File: src/pic_pkg.sv
// constants, command codes and register map of the priority interrupt block
package pic_pkg;
  // register byte offsets
  localparam logic [7:0] OFF_CMD = 8'h00;
  localparam logic [7:0] OFF_RESULT = 8'h04;
  localparam logic [7:0] OFF_STATUS = 8'h08;
  localparam logic [7:0] OFF_CONFIG = 8'h0c;
  localparam logic [7:0] OFF_GRANT = 8'h10;
  // command word layout
  localparam int CMD_LSB = 20;
  localparam int CMD_W = 4;
  localparam int AC_W = 18;
  // status word bit positions
  localparam int ST_EN = 0;
  localparam int ST_INH = 1;
  localparam int ST_REQ = 2;
  localparam int ST_ACT = 10;
  localparam int ST_CLKEN = 18;
  localparam int ST_CLKFLAG = 19;
  localparam int ST_PWR = 20;
  localparam int ST_ARM = 21;
  localparam int ST_FREE = 22;
  // clock source select values
  localparam logic [1:0] SRC_LINE = 2'h0;
  localparam logic [1:0] SRC_OSC = 2'h1;
  localparam logic [1:0] SRC_EXT = 2'h2;
  // fixed addresses
  localparam logic [17:0] CLK_COUNT_ADDR = 18'h00007;
  localparam logic [17:0] RESTART_ADDR = 18'h00000;
  localparam logic [7:0] PWR_VECTOR = 8'h34;
  localparam logic [7:0] VEC_BASE = 8'h40;
  // free instruction counts in monitor mode
  localparam logic [1:0] FREE_CALL = 2'h1;
  localparam logic [1:0] FREE_SCALE_TO_LEADING_ONE_INSTR = 2'h2;
  // longest delay to first clock increment, and its cycle count at 100 MHz
  localparam int CLK_HZ = 100000000;
  localparam int FIRST_TICK_MS = 17;
  localparam int FIRST_TICK_CYC = FIRST_TICK_MS * (CLK_HZ / 1000);
  typedef enum logic [3:0] {
    CMD_NOP, CMD_SKIP_INACTIVE, CMD_RAISE, CMD_RELEASE,
    CMD_RELEASE_RESTORE, CMD_RESTORE_STATUS, CMD_READ_LEVELS,
    CMD_DISABLE_BRK, CMD_ENABLE_BRK, CMD_CLK_ON, CMD_CLK_OFF,
    CMD_CLK_SKIP, CMD_PWR_SKIP
  } pic_cmd_e;
endpackage

File: src/pic_top.sv
// priority interrupt controller with clock break and power fail sources
`timescale 1ns/1ps
module pic_top #(
  parameter int CLK_LEVEL = 3
) (
  // clock and reset
  input wire logic clk,
  input wire logic srst,
  // apb slave
  input wire logic psel,
  input wire logic penable,
  input wire logic pwrite,
  input wire logic [7:0] paddr,
  input wire logic [31:0] pwdata,
  output logic [31:0] prdata,
  output logic pready,
  output logic pslverr,
  // processor context
  input wire logic [3:0] hw_req,
  input wire logic indirect_exec,
  input wire logic instr_retire,
  input wire logic monitor_mode,
  input wire logic call_entry,
  input wire logic scale_to_leading_one_instr_entry,
  // clock tick sources and console switch
  input wire logic line_tick,
  input wire logic osc_tick,
  input wire logic ext_tick,
  input wire logic console_clk_allow,
  // memory increment cycle of the i/o processor
  output logic mem_inc_req,
  output logic [17:0] mem_inc_addr,
  input wire logic mem_inc_ack,
  input wire logic mem_inc_ovf,
  // power fail
  input wire logic power_low,
  input wire logic power_clear,
  input wire logic auto_restart,
  // grants and restoration to the processor
  output logic grant,
  output logic [2:0] grant_level,
  output logic [7:0] grant_vector,
  output logic pi_req,
  output logic restore_pulse,
  output logic restore_full,
  output logic restart,
  output logic [17:0] restart_addr
);
  typedef struct packed {
    logic en;
    logic [7:0] req;
    logic [7:0] act;
    logic inhibit;
    logic [1:0] free;
    logic arm;
    logic arm_full;
    logic clk_en;
    logic clk_flag;
    logic [1:0] clk_src;
    logic inc_req;
    logic pwr_flag;
    logic pwr_prev;
    logic tick_prev;
    logic [17:0] result;
    logic skip;
    logic grant;
    logic [2:0] glevel;
    logic [7:0] vector;
    logic pi_req;
    logic rst_pulse;
    logic rst_full;
    logic restart;
    logic pready;
    logic [31:0] prdata;
    logic pslverr;
  } pic_state_s;

  pic_state_s st_q;
  pic_state_s st_d;

  // index of highest priority set bit, level 0 being the highest
  function automatic logic [2:0] top_level(input logic [7:0] v);
    logic [2:0] r;
    r = 3'h0;
    for (int i = 7; i >= 0; i--) begin
      if (v[i]) begin
        r = 3'(i);
      end
    end
    return r;
  endfunction

  // true when no active bit at or above the given level
  function automatic logic above_all(input logic [7:0] a,
                                    input logic [2:0] l);
    logic ok;
    ok = 1'b1;
    for (int i = 0; i < 8; i++) begin
      if (a[i] && 3'(i) <= l) begin
        ok = 1'b0;
      end
    end
    return ok;
  endfunction

  logic access;
  logic wr_fire;
  logic cmd_fire;
  pic_pkg::pic_cmd_e cmd;
  logic [17:0] ac;
  logic tick_sel;
  logic tick_rise;
  logic [7:0] pend;
  logic [2:0] plevel;
  logic may_grant;

  // apb phase decode; pready is registered so access takes two cycles
  assign access = psel && penable;
  assign wr_fire = access && st_q.pready && pwrite;
  assign cmd_fire = wr_fire && paddr == pic_pkg::OFF_CMD;
  assign cmd = pic_pkg::pic_cmd_e'(pwdata[pic_pkg::CMD_LSB +: pic_pkg::CMD_W]);
  assign ac = pwdata[pic_pkg::AC_W-1:0];

  // tick source select; ticks are synchronous levels, counted on rise
  always_comb begin
    tick_sel = line_tick;
    if (st_q.clk_src == pic_pkg::SRC_OSC) begin
      tick_sel = osc_tick;
    end else if (st_q.clk_src == pic_pkg::SRC_EXT) begin
      tick_sel = ext_tick;
    end
  end
  assign tick_rise = tick_sel && !st_q.tick_prev;

  // pending levels: software bits, external lines, power and clock flags
  always_comb begin
    pend = st_q.req;
    pend[3:0] = pend[3:0] | hw_req;
    pend[0] = pend[0] | st_q.pwr_flag;
    pend[CLK_LEVEL] = pend[CLK_LEVEL] | st_q.clk_flag;
  end
  assign plevel = top_level(pend);
  // clock increment holds off every grant, commands too for a clean order
  assign may_grant = st_q.en && !st_q.inhibit && st_q.free == 2'h0 &&
                     !st_q.inc_req && !cmd_fire && !st_q.grant &&
                     |pend && above_all(st_q.act, plevel);

  // next state
  always_comb begin
    st_d = st_q;
    st_d.grant = 1'b0;
    st_d.rst_pulse = 1'b0;
    st_d.restart = 1'b0;
    st_d.pready = access && !st_q.pready;
    st_d.pslverr = 1'b0;
    st_d.tick_prev = tick_sel;
    st_d.pwr_prev = power_low;

    // restoration is applied by the next indirect instruction; placed
    // ahead of the commands so a new arm in the same cycle survives
    if (st_q.arm && indirect_exec) begin
      st_d.arm = 1'b0;
      st_d.rst_pulse = 1'b1;
      st_d.rst_full = st_q.arm_full;
    end

    // register writes and commands
    if (wr_fire && paddr == pic_pkg::OFF_CONFIG) begin
      st_d.clk_src = pwdata[1:0];
    end
    if (cmd_fire) begin
      st_d.skip = 1'b0;
      case (cmd)
        pic_pkg::CMD_SKIP_INACTIVE: begin
          st_d.skip = (ac[17] && st_q.en) ||
                      |(st_q.act & {<<{ac[7:0]}});
        end
        pic_pkg::CMD_RAISE: begin
          st_d.en = ac[17];
          for (int i = 0; i < 4; i++) begin
            st_d.req[4+i] = st_q.req[4+i] | ac[11-i];
          end
          for (int i = 0; i < 8; i++) begin
            st_d.act[i] = st_q.act[i] | ac[7-i];
          end
        end
        pic_pkg::CMD_RELEASE: begin
          if (|st_q.act) begin
            st_d.act[top_level(st_q.act)] = 1'b0;
          end
        end
        pic_pkg::CMD_RELEASE_RESTORE: begin
          if (|st_q.act) begin
            st_d.act[top_level(st_q.act)] = 1'b0;
          end
          st_d.arm = 1'b1;
          st_d.arm_full = 1'b1;
        end
        pic_pkg::CMD_RESTORE_STATUS: begin
          st_d.arm = 1'b1;
          st_d.arm_full = 1'b0;
        end
        pic_pkg::CMD_READ_LEVELS: begin
          st_d.result = 18'h00000;
          st_d.result[17] = st_q.en;
          for (int i = 0; i < 8; i++) begin
            st_d.result[15-i] = st_q.req[i];
            st_d.result[7-i] = st_q.act[i];
          end
        end
        pic_pkg::CMD_DISABLE_BRK: st_d.inhibit = 1'b1;
        pic_pkg::CMD_ENABLE_BRK: st_d.inhibit = 1'b0;
        pic_pkg::CMD_CLK_ON: begin
          st_d.clk_en = 1'b1;
          st_d.clk_flag = 1'b0;
        end
        pic_pkg::CMD_CLK_OFF: st_d.clk_en = 1'b0;
        pic_pkg::CMD_CLK_SKIP: st_d.skip = st_q.clk_flag;
        pic_pkg::CMD_PWR_SKIP: st_d.skip = st_q.pwr_flag;
        default: st_d.skip = 1'b0;
      endcase
    end

    // monitor mode free instructions; a new entry reloads the window
    if (monitor_mode && scale_to_leading_one_instr_entry) begin
      st_d.free = pic_pkg::FREE_SCALE_TO_LEADING_ONE_INSTR;
    end else if (monitor_mode && (call_entry || st_q.grant)) begin
      st_d.free = pic_pkg::FREE_CALL;
    end else if (instr_retire && st_q.free != 2'h0) begin
      st_d.free = st_q.free - 2'h1;
    end

    // clock ticks: no phase relation to clock-on is assumed
    if (tick_rise && st_q.clk_en && console_clk_allow) begin
      st_d.inc_req = 1'b1;
    end else if (mem_inc_ack) begin
      st_d.inc_req = 1'b0;
    end
    // overflow set placed last so it wins over a same-cycle clock-on
    if (mem_inc_ack && st_q.inc_req && mem_inc_ovf) begin
      st_d.clk_flag = 1'b1;
    end

    // power fail flag; power_clear clears it whatever power_low is, set wins
    if (power_clear) begin
      st_d.pwr_flag = 1'b0;
      st_d.restart = auto_restart;
    end
    if (power_low && !st_q.pwr_prev) begin
      st_d.pwr_flag = 1'b1;
    end

    // arbitration and grant
    if (may_grant) begin
      st_d.grant = 1'b1;
      st_d.glevel = plevel;
      st_d.act[plevel] = 1'b1;
      st_d.req[plevel] = 1'b0;
      st_d.vector = (plevel == 3'h0 && st_q.pwr_flag) ?
                    pic_pkg::PWR_VECTOR : pic_pkg::VEC_BASE + 8'(plevel);
    end

    // without the priority system flags go to the program interrupt
    st_d.pi_req = !st_q.en && !st_q.inhibit && st_q.free == 2'h0 &&
                  (st_q.clk_flag || st_q.pwr_flag);

    // read mux; unmapped addresses answer with pslverr
    st_d.prdata = 32'h00000000;
    if (access && !st_q.pready) begin
      if (paddr == pic_pkg::OFF_CMD) begin
        st_d.prdata = 32'h00000000;
      end else if (paddr == pic_pkg::OFF_RESULT) begin
        st_d.prdata = {13'h0000, st_q.skip, st_q.result};
      end else if (paddr == pic_pkg::OFF_STATUS) begin
        st_d.prdata[pic_pkg::ST_EN] = st_q.en;
        st_d.prdata[pic_pkg::ST_INH] = st_q.inhibit;
        st_d.prdata[pic_pkg::ST_REQ +: 8] = st_q.req;
        st_d.prdata[pic_pkg::ST_ACT +: 8] = st_q.act;
        st_d.prdata[pic_pkg::ST_CLKEN] = st_q.clk_en;
        st_d.prdata[pic_pkg::ST_CLKFLAG] = st_q.clk_flag;
        st_d.prdata[pic_pkg::ST_PWR] = st_q.pwr_flag;
        st_d.prdata[pic_pkg::ST_ARM] = st_q.arm;
        st_d.prdata[pic_pkg::ST_FREE +: 2] = st_q.free;
      end else if (paddr == pic_pkg::OFF_CONFIG) begin
        st_d.prdata[1:0] = st_q.clk_src;
      end else if (paddr == pic_pkg::OFF_GRANT) begin
        st_d.prdata = {21'h000000, st_q.glevel, st_q.vector};
      end else begin
        st_d.pslverr = 1'b1;
      end
    end
  end

  // state register
  always_ff @(posedge clk) begin
    if (srst) begin
      st_q <= '0;
    end else begin
      st_q <= st_d;
    end
  end

  // outputs straight from flip-flops; the two addresses are constants
  assign prdata = st_q.prdata;
  assign pready = st_q.pready;
  assign pslverr = st_q.pslverr;
  assign mem_inc_req = st_q.inc_req;
  assign mem_inc_addr = pic_pkg::CLK_COUNT_ADDR;
  assign grant = st_q.grant;
  assign grant_level = st_q.glevel;
  assign grant_vector = st_q.vector;
  assign pi_req = st_q.pi_req;
  assign restore_pulse = st_q.rst_pulse;
  assign restore_full = st_q.rst_full;
  assign restart = st_q.restart;
  assign restart_addr = pic_pkg::RESTART_ADDR;

  property p_raise_en;
    @(posedge clk) disable iff (srst)
    cmd_fire && cmd == pic_pkg::CMD_RAISE |=> st_q.en == $past(ac[17]);
  endproperty
  a_raise_en: assert property (p_raise_en)
    else $error("raise did not load enable");

  property p_raise_act;
    @(posedge clk) disable iff (srst)
    cmd_fire && cmd == pic_pkg::CMD_RAISE |=>
      (st_q.act & {<<{$past(ac[7:0])}}) == {<<{$past(ac[7:0])}};
  endproperty
  a_raise_act: assert property (p_raise_act)
    else $error("raise did not set active bits");

  property p_release;
    @(posedge clk) disable iff (srst)
    cmd_fire && cmd == pic_pkg::CMD_RELEASE && |st_q.act && !st_q.arm |=>
      $countones(st_q.act) == $countones($past(st_q.act)) - 1 &&
      !st_q.arm;
  endproperty
  a_release: assert property (p_release)
    else $error("release cleared wrong count or armed restore");

  property p_restore;
    @(posedge clk) disable iff (srst)
    st_q.arm && indirect_exec |=> restore_pulse ##1 !restore_pulse;
  endproperty
  a_restore: assert property (p_restore)
    else $error("restoration not applied at indirect instruction");

  property p_clk_on;
    @(posedge clk) disable iff (srst)
    cmd_fire && cmd == pic_pkg::CMD_CLK_ON && !mem_inc_ack |=>
      st_q.clk_en && !st_q.clk_flag;
  endproperty
  a_clk_on: assert property (p_clk_on)
    else $error("clock on failed to enable or clear flag");

  property p_clk_off;
    @(posedge clk) disable iff (srst)
    cmd_fire && cmd == pic_pkg::CMD_CLK_OFF ##1 !mem_inc_req |=>
      !mem_inc_req;
  endproperty
  a_clk_off: assert property (p_clk_off)
    else $error("increment requested after clock off");

  property p_inc_prio;
    @(posedge clk) disable iff (srst)
    mem_inc_req |=> !grant;
  endproperty
  a_inc_prio: assert property (p_inc_prio)
    else $error("grant issued during clock increment");

  property p_grant_above;
    @(posedge clk) disable iff (srst)
    may_grant |=> grant && st_q.act[grant_level] &&
      above_all($past(st_q.act), grant_level);
  endproperty
  a_grant_above: assert property (p_grant_above)
    else $error("grant not above active levels");

  property p_pwr_vec;
    @(posedge clk) disable iff (srst)
    may_grant && st_q.pwr_flag |=> grant_level == 3'h0 &&
      grant_vector == pic_pkg::PWR_VECTOR;
  endproperty
  a_pwr_vec: assert property (p_pwr_vec)
    else $error("power low not on top level vector");

  property p_ovf_flag;
    @(posedge clk) disable iff (srst)
    mem_inc_req && mem_inc_ack && mem_inc_ovf |=> st_q.clk_flag;
  endproperty
  a_ovf_flag: assert property (p_ovf_flag)
    else $error("overflow did not set clock flag");
endmodule

File: config.mk
export PLATFORM = sky130hd
export DESIGN_NAME = pic_top
export DESIGN_NICKNAME = d
export VERILOG_FILES = /design/src/pic_pkg.sv /design/src/pic_top.sv
export SDC_FILE = /design/constraint.sdc
export NUM_CORES = 1
export LEC_CHECK = 0
export BUFFER_PORTS_ARGS = -buffer_cell sky130_fd_sc_hd__buf_2
export CELL_PAD_IN_SITES_DETAIL_PLACEMENT = 1
export CELL_PAD_IN_SITES_GLOBAL_PLACEMENT = 1
export CORE_UTILIZATION = 39
export CTS_CLUSTER_DIAMETER = 150
export CTS_CLUSTER_SIZE = 20
export DETAILED_ROUTE_END_ITERATION = 10
export MAX_ROUTING_LAYER = met4
export PLACE_DENSITY_LB_ADDON = 0.1
export RECOVER_POWER = 50
export SLEW_MARGIN = 5
export SYNTH_ARGS = -nofsm -noshare
export SYNTH_HDL_FRONTEND = slang
export SYNTH_SLANG_ARGS = --single-unit
File: constraint.sdc
create_clock -name clk -period 8.8 [get_ports clk]
set_input_delay 1.76 -clock clk [delete_from_list [all_inputs] [get_ports clk]]
set_output_delay 1.76 -clock clk [all_outputs]
set_load 0.02 [all_outputs]
==> Yosys cells after proc, flatten, opt, wreduce, memory -nomap -nowiden <==
Index checks and enable logic that the tools add are counted.
{ "totals": {"ramBits": 0, "out_inout_bits": 87, "word_cells": 235, "latch_bits": 0, "ff_bits": 98, "memories": 0, "romBits": 0} }
{ "classes": {"n_div": 0, "mul": 0, "add_sub_neg": 2, "muxes": 68, "magnitude_cmp": 14, "bitwise": 25, "n_reduce_logical": 77, "n_shift": 0, "n_eq_ne": 18} }
{ "op_table": {"columns": ["cell", "count"], "rows": [
  ["$mux 3", 21],
  ["$logic_and 1x1->1", 39],
  ["$and 8x8->8", 4],
  ["$mux 24", 1],
  ["$mux 8", 3],
  ["$not 8->8", 3],
  ["$pmux 8 s3", 1],
  ["$reduce_or 8->1", 3],
  ["$mux 1", 21],
  ["$eq 4x4->1 const B", 5],
  ["$mux 19", 1],
  ["$mux 9", 2],
  ["$reduce_bool 2->1", 9],
  ["$eq 4x3->1 const B", 4],
  ["$eq 8x4->1 const B", 2],
  ["$mux 16", 1],
  ["$or 1x1->1", 14],
  ["$le 3x3->1 const A", 4],
  ["$lt 3x4->1 const B", 3],
  ["$mux 12", 1],
  ["$mux 4", 3],
  ["$reduce_and 2->1", 6],
  ["$mux 11", 1],
  ["$mux 2", 5],
  ["28 further kinds", 47]
]} }

==> Depth between registers and ports, before layout <==
{ "logic_depth": {"ltp_word": 22, "mapped_depth": 10, "ltp_nobuf": 9} }

==> Least setup slack after synthesis <==
No wires, ideal clock.
{ "synth_path": {"path_type": "input -> register", "start": "in paddr[5]", "end": "reg st_q[88] (netlist name)", "t_arrival_ns": 3.873, "setup_slack_ns": 4.795, "path_stages": 7, "n_path_buf": 0, "required_ns": 8.668, "setup_ns": 0.132, "path_cell_list": "or4_4 -> or4b_4 -> nor4_4 -> nand2_4 -> or4_4 -> o21ai_1 -> a21oi_1"} }
{ "synth_between": {"elab_chain_len": 8} }
{ "synth_rtl": {"columns": ["element", "line_no", "source"], "rows": [
  ["from (decl)", "pic_top.sv:13", "input wire logic [7:0] paddr,"],
  ["$logic_not 8->1 *", "pic_top.sv:120", "assign cmd_fire = wr_fire && paddr == pic_pkg::OFF_CMD;"],
  ["$logic_and 1x1->1 *", "pic_top.sv:120", null],
  ["$logic_not 1->1", "pic_top.sv:145", "!st_q.inc_req && !cmd_fire && !st_q.grant &&"],
  ["$logic_and 1x1->1 (3 in series)", "pic_top.sv:145", null],
  ["$logic_and 1x1->1", "pic_top.sv:146", "|pend && above_all(st_q.act, plevel);"],
  ["$mux 16 *", "pic_top.sv:254", "if (may_grant) begin"],
  ["to (signal assigned)", "pic_top.sv:299", "st_q <= st_d;"],
  ["to (decl)", "pic_top.sv:78", "pic_state_s st_q;"]
]} }
Every way passes the cells marked *; elsewhere a longest branch is shown, timed or not.
A chain may end at the register's enable or synchronous reset.

==> Final worst setup path <==
{ "layout_path": {"start": "in srst", "end": "reg st_q, in the netlist prdata[12]"} }
{ "layout_between": {"elab_chain_len": 1} }
{ "layout_rtl": {"columns": ["element", "line_no", "source"], "rows": [
  ["from (decl)", "pic_top.sv:8", "input wire logic srst,"],
  ["$reduce_or 3->1 (no line)", null, null]
]} }
No other way between the ends.

==> reports/metrics.json <==
{
  "clocking": {
    "clkSlewWorstSetupHoldPaths_ps": 90,
    "cts_setup_buffers": 0,
    "clock_latency_ps": 370,
    "cts.sinks": 87,
    "cts-buffers-inserted": 9,
    "count_of_hold_fix_buffers_inserted_at_cts": 0,
    "max-clock-path-buffers": 2,
    "cts-root-buf": "clkbuf_8",
    "post_cts_resize_count": 0,
    "cts_max_level": 3,
    "cts_tree": "built"
  },
  "min_path": {
    "hold_path_depth": 2,
    "worst_hold_startpoint": "st_q[68]$_SDFFE_PP0P_",
    "worstHoldEndpoint": "st_q[68]$_SDFFE_PP0P_",
    "hold_path.class": "reg -> reg"
  },
  "global_route": {
    "global_route_wire_length_before_repair_mm": 17.91,
    "grt_use_total_pct": 21.45,
    "grt_start_max_net_pins": 66,
    "grt_antenna_before_repair": 0,
    "global_route.overflow_total": 0,
    "vias_in_the_first_global_route": 3448
  },
  "worst_setup_path": {
    "worst-path-max-fanout": 65,
    "cp-end-kind": "flop",
    "cp.arrival_ps": 5280,
    "critical_path_required_ps": 9060,
    "setup.worst_path.class": "in -> reg",
    "worstSetupStartpointType": "input port",
    "critical_path.reg2reg.startpoint": "st_q[75]$_SDFFE_PP0P_",
    "timing.reg2reg.setup_slack_ps": 5660,
    "ff2ff_path_depth": 7,
    "worstReg2RegEnd": "pend[5]$_SDFF_PP0_"
  },
  "floorplan": {
    "core_area_sq_um": 10420,
    "chipHeight_um": 106.2,
    "floorplan.initialDensity_pct": 40.66,
    "rows": 37,
    "die-width_um": 106.2,
    "die_area_sq_um": 11280,
    "top_level_ports": 150
  },
  "route": {
    "firstDrtPassIters": 4,
    "wirelength_mm": 11.55,
    "remaining_drc_errors": 0,
    "antenna_left": 0,
    "drt-vias-per-instance": 5.245,
    "wire_per_inst_um": 16.80,
    "route.vias.total": 3603,
    "first_iter_violations": 141
  },
  "synth": {
    "number_of_enable_flip_flop_cells_after_synthesis": 0,
    "syn_area_per_cell_sq_um": 8.403,
    "ys_dominant_reg_cell": "dfxtp_1",
    "syn_inst_count": 504,
    "synth-seq-area-share_pct": 41.12,
    "synthDistinctLibCells": 57,
    "synth_area_sq_um": 4235,
    "ys_seq_elements": 87,
    "ys_warn_count": 0,
    "async_reset_ff_share_pct": 0
  },
  "sta": {
    "max_clock_freq_ghz": 0.1990,
    "skew_ps": 8.654,
    "worst-slew-pin-transition_ps": 2848,
    "rsz_0062_raised_after_global_routing": "no",
    "setup-violations-final": 0,
    "period_needed_ps": 5026,
    "final_count_of_pins_violating_max_slew": 66,
    "totalNegativeSetupSlack_ps": 0,
    "setup_slack_of_the_critical_path_after_layout_ps": 3774,
    "post-route-period-util_pct": 57.11,
    "holdWs_ps": 459.6,
    "hold_violations": 0,
    "slew_headroom_pct": -89.89
  },
  "power": {
    "power.share.sequential_pct": 53.5,
    "netSwitchingFraction_pct": 25.77,
    "pwr_density_cell_nw_per_um2": 165.6,
    "max-vdd-ir-drop_uv": 80.58,
    "p_int_mw": 0.5508,
    "p_sw_mw": 0.1912,
    "power.share.combinational_pct": 8.0,
    "totalPowerFinal_mw": 0.7420,
    "power.share.clock_pct": 38.5,
    "p_leak_nw": 1.697
  },
  "placement": {
    "dp.final_hpwl_mm": 8.411,
    "inst_count_dp": 672,
    "portBuffers": 88,
    "placed_cell_area_sq_um": 4338,
    "detailedPlace.worstSlack_ps": 4073,
    "place.gp.congestion": 0.9182
  },
  "final_layout": {
    "design.final.nets": 611,
    "final_layout_size_suffix_gt1_share_pct": 13.43,
    "area_growth_syn_to_layout_pct": 5.761,
    "mostFrequentLayoutCell": "dfxtp_1",
    "final_design_area_no_fill_sq_um": 4479,
    "utilization_pct": 43.00,
    "antenna_cells_inserted": 0,
    "layout_common_cells": "87 x dfxtp_1, 58 x nand2_1, 49 x a21oi_1, 47 x buf_2, 46 x conb_1",
    "stdcell_count": 687
  },
  "run_status": {
    "outcome": "finished with violations",
    "violations": "capacitance limit, slew limit"
  },
  "run": {
    "max-cap-violations": 1
  }
}
## per-layer routing
metal	part of all wire [%]	wire length, um	global-route usage (%)	vias up
li1	-	-	-	1720
met1	46	5339	27.02	1747
met2	47	5438	34.88	122
met3	5.2	599	3.433	14
met4	1.4	167	7.440	0
met5	0	0	-	-
## worst max path at each step
stage,to,slack [ps],from
floorplan,st_q[88]$_SDFF_PP0_,4800,paddr[5]
global placement,st_q[62]$_SDFFE_PP0P_,4120,paddr[5]
detailed placement,st_q[55]$_SDFFE_PP0P_,4070,paddr[5]
CTS,st_q[55]$_SDFFE_PP0P_,4460,paddr[5]
global route,prdata[12]$_SDFF_PP0_,3360,srst
finish,prdata[12]$_SDFF_PP0_,3770,srst
## state kept, by name, summed over array words and instances, names as in the netlist
name / flops
pready: 1
pend: 4
pi_req: 1
prdata: 24
pslverr: 1
grant_level: 3
restore_pulse: 1
grant_vector: 5
restore_full: 1
restart: 1
st_q: 43
mem_inc_req: 1
grant: 1
## synthesized netlist by cell type, drive strengths merged, types with 7 or more instances
master,number,share of area [%]
nand2,59,5.4
nand4,7,1.0
a22o,11,2.3
nand2b,8,1.2
nor2,40,3.5
buf,85,15
a21oi,49,5.8
clkbuf,16,1.4
nand3,7,0.83
dfxtp,87,41
nor4,7,1.4
inv,9,0.80
nor3,13,1.5
o21ai,18,2.1
## logic make-up after synthesis
family	count (synthesis)	synth area share, %
AO/OA/AOI/OAI	120	18.26
XOR/XNOR	1	0.2068
adder cells (fa/ha/maj)	1	0.2954
buffers and inverters	110	16.99
flip-flops	87	41.12
multiplexers	8	1.979
other	2	0.1773
AND/OR/NAND/NOR	175	20.97
## power by group through the flow
stage | combinational, mW | sequential, mW | clock (mW)
finish | 0.0593 | 0.397 | 0.285
global route | 0.0651 | 0.398 | 0.311
CTS | 0.0596 | 0.397 | 0.295
detailed placement | 0.0593 | 0.407 | 0
global placement | 0.0582 | 0.407 | 0
floorplan | 0.0534 | 0.407 | 0
## final cells by class
| cell class | instances | area [sq um] |
|---|---|---|
| Clock buffer | 11 | 141.4 |
| Clock inverter | 4 | 55.05 |
| Fill cell | 1331 | 5937 |
| Inverter | 9 | 33.78 |
| Multi-Input combinational cell | 351 | 1944 |
| Sequential cell | 87 | 1742 |
| Tap cell | 136 | 170.2 |
| Timing Repair Buffer | 89 | 392.9 |
## worst max-delay path, stage by stage
cell,delay (ps)
buf_2,80
clkbuf_1,1990
nor3_1,240
nand2_1,560
nor2_1,350
a22o_1,290
Power figures use the tool's default switching activity.
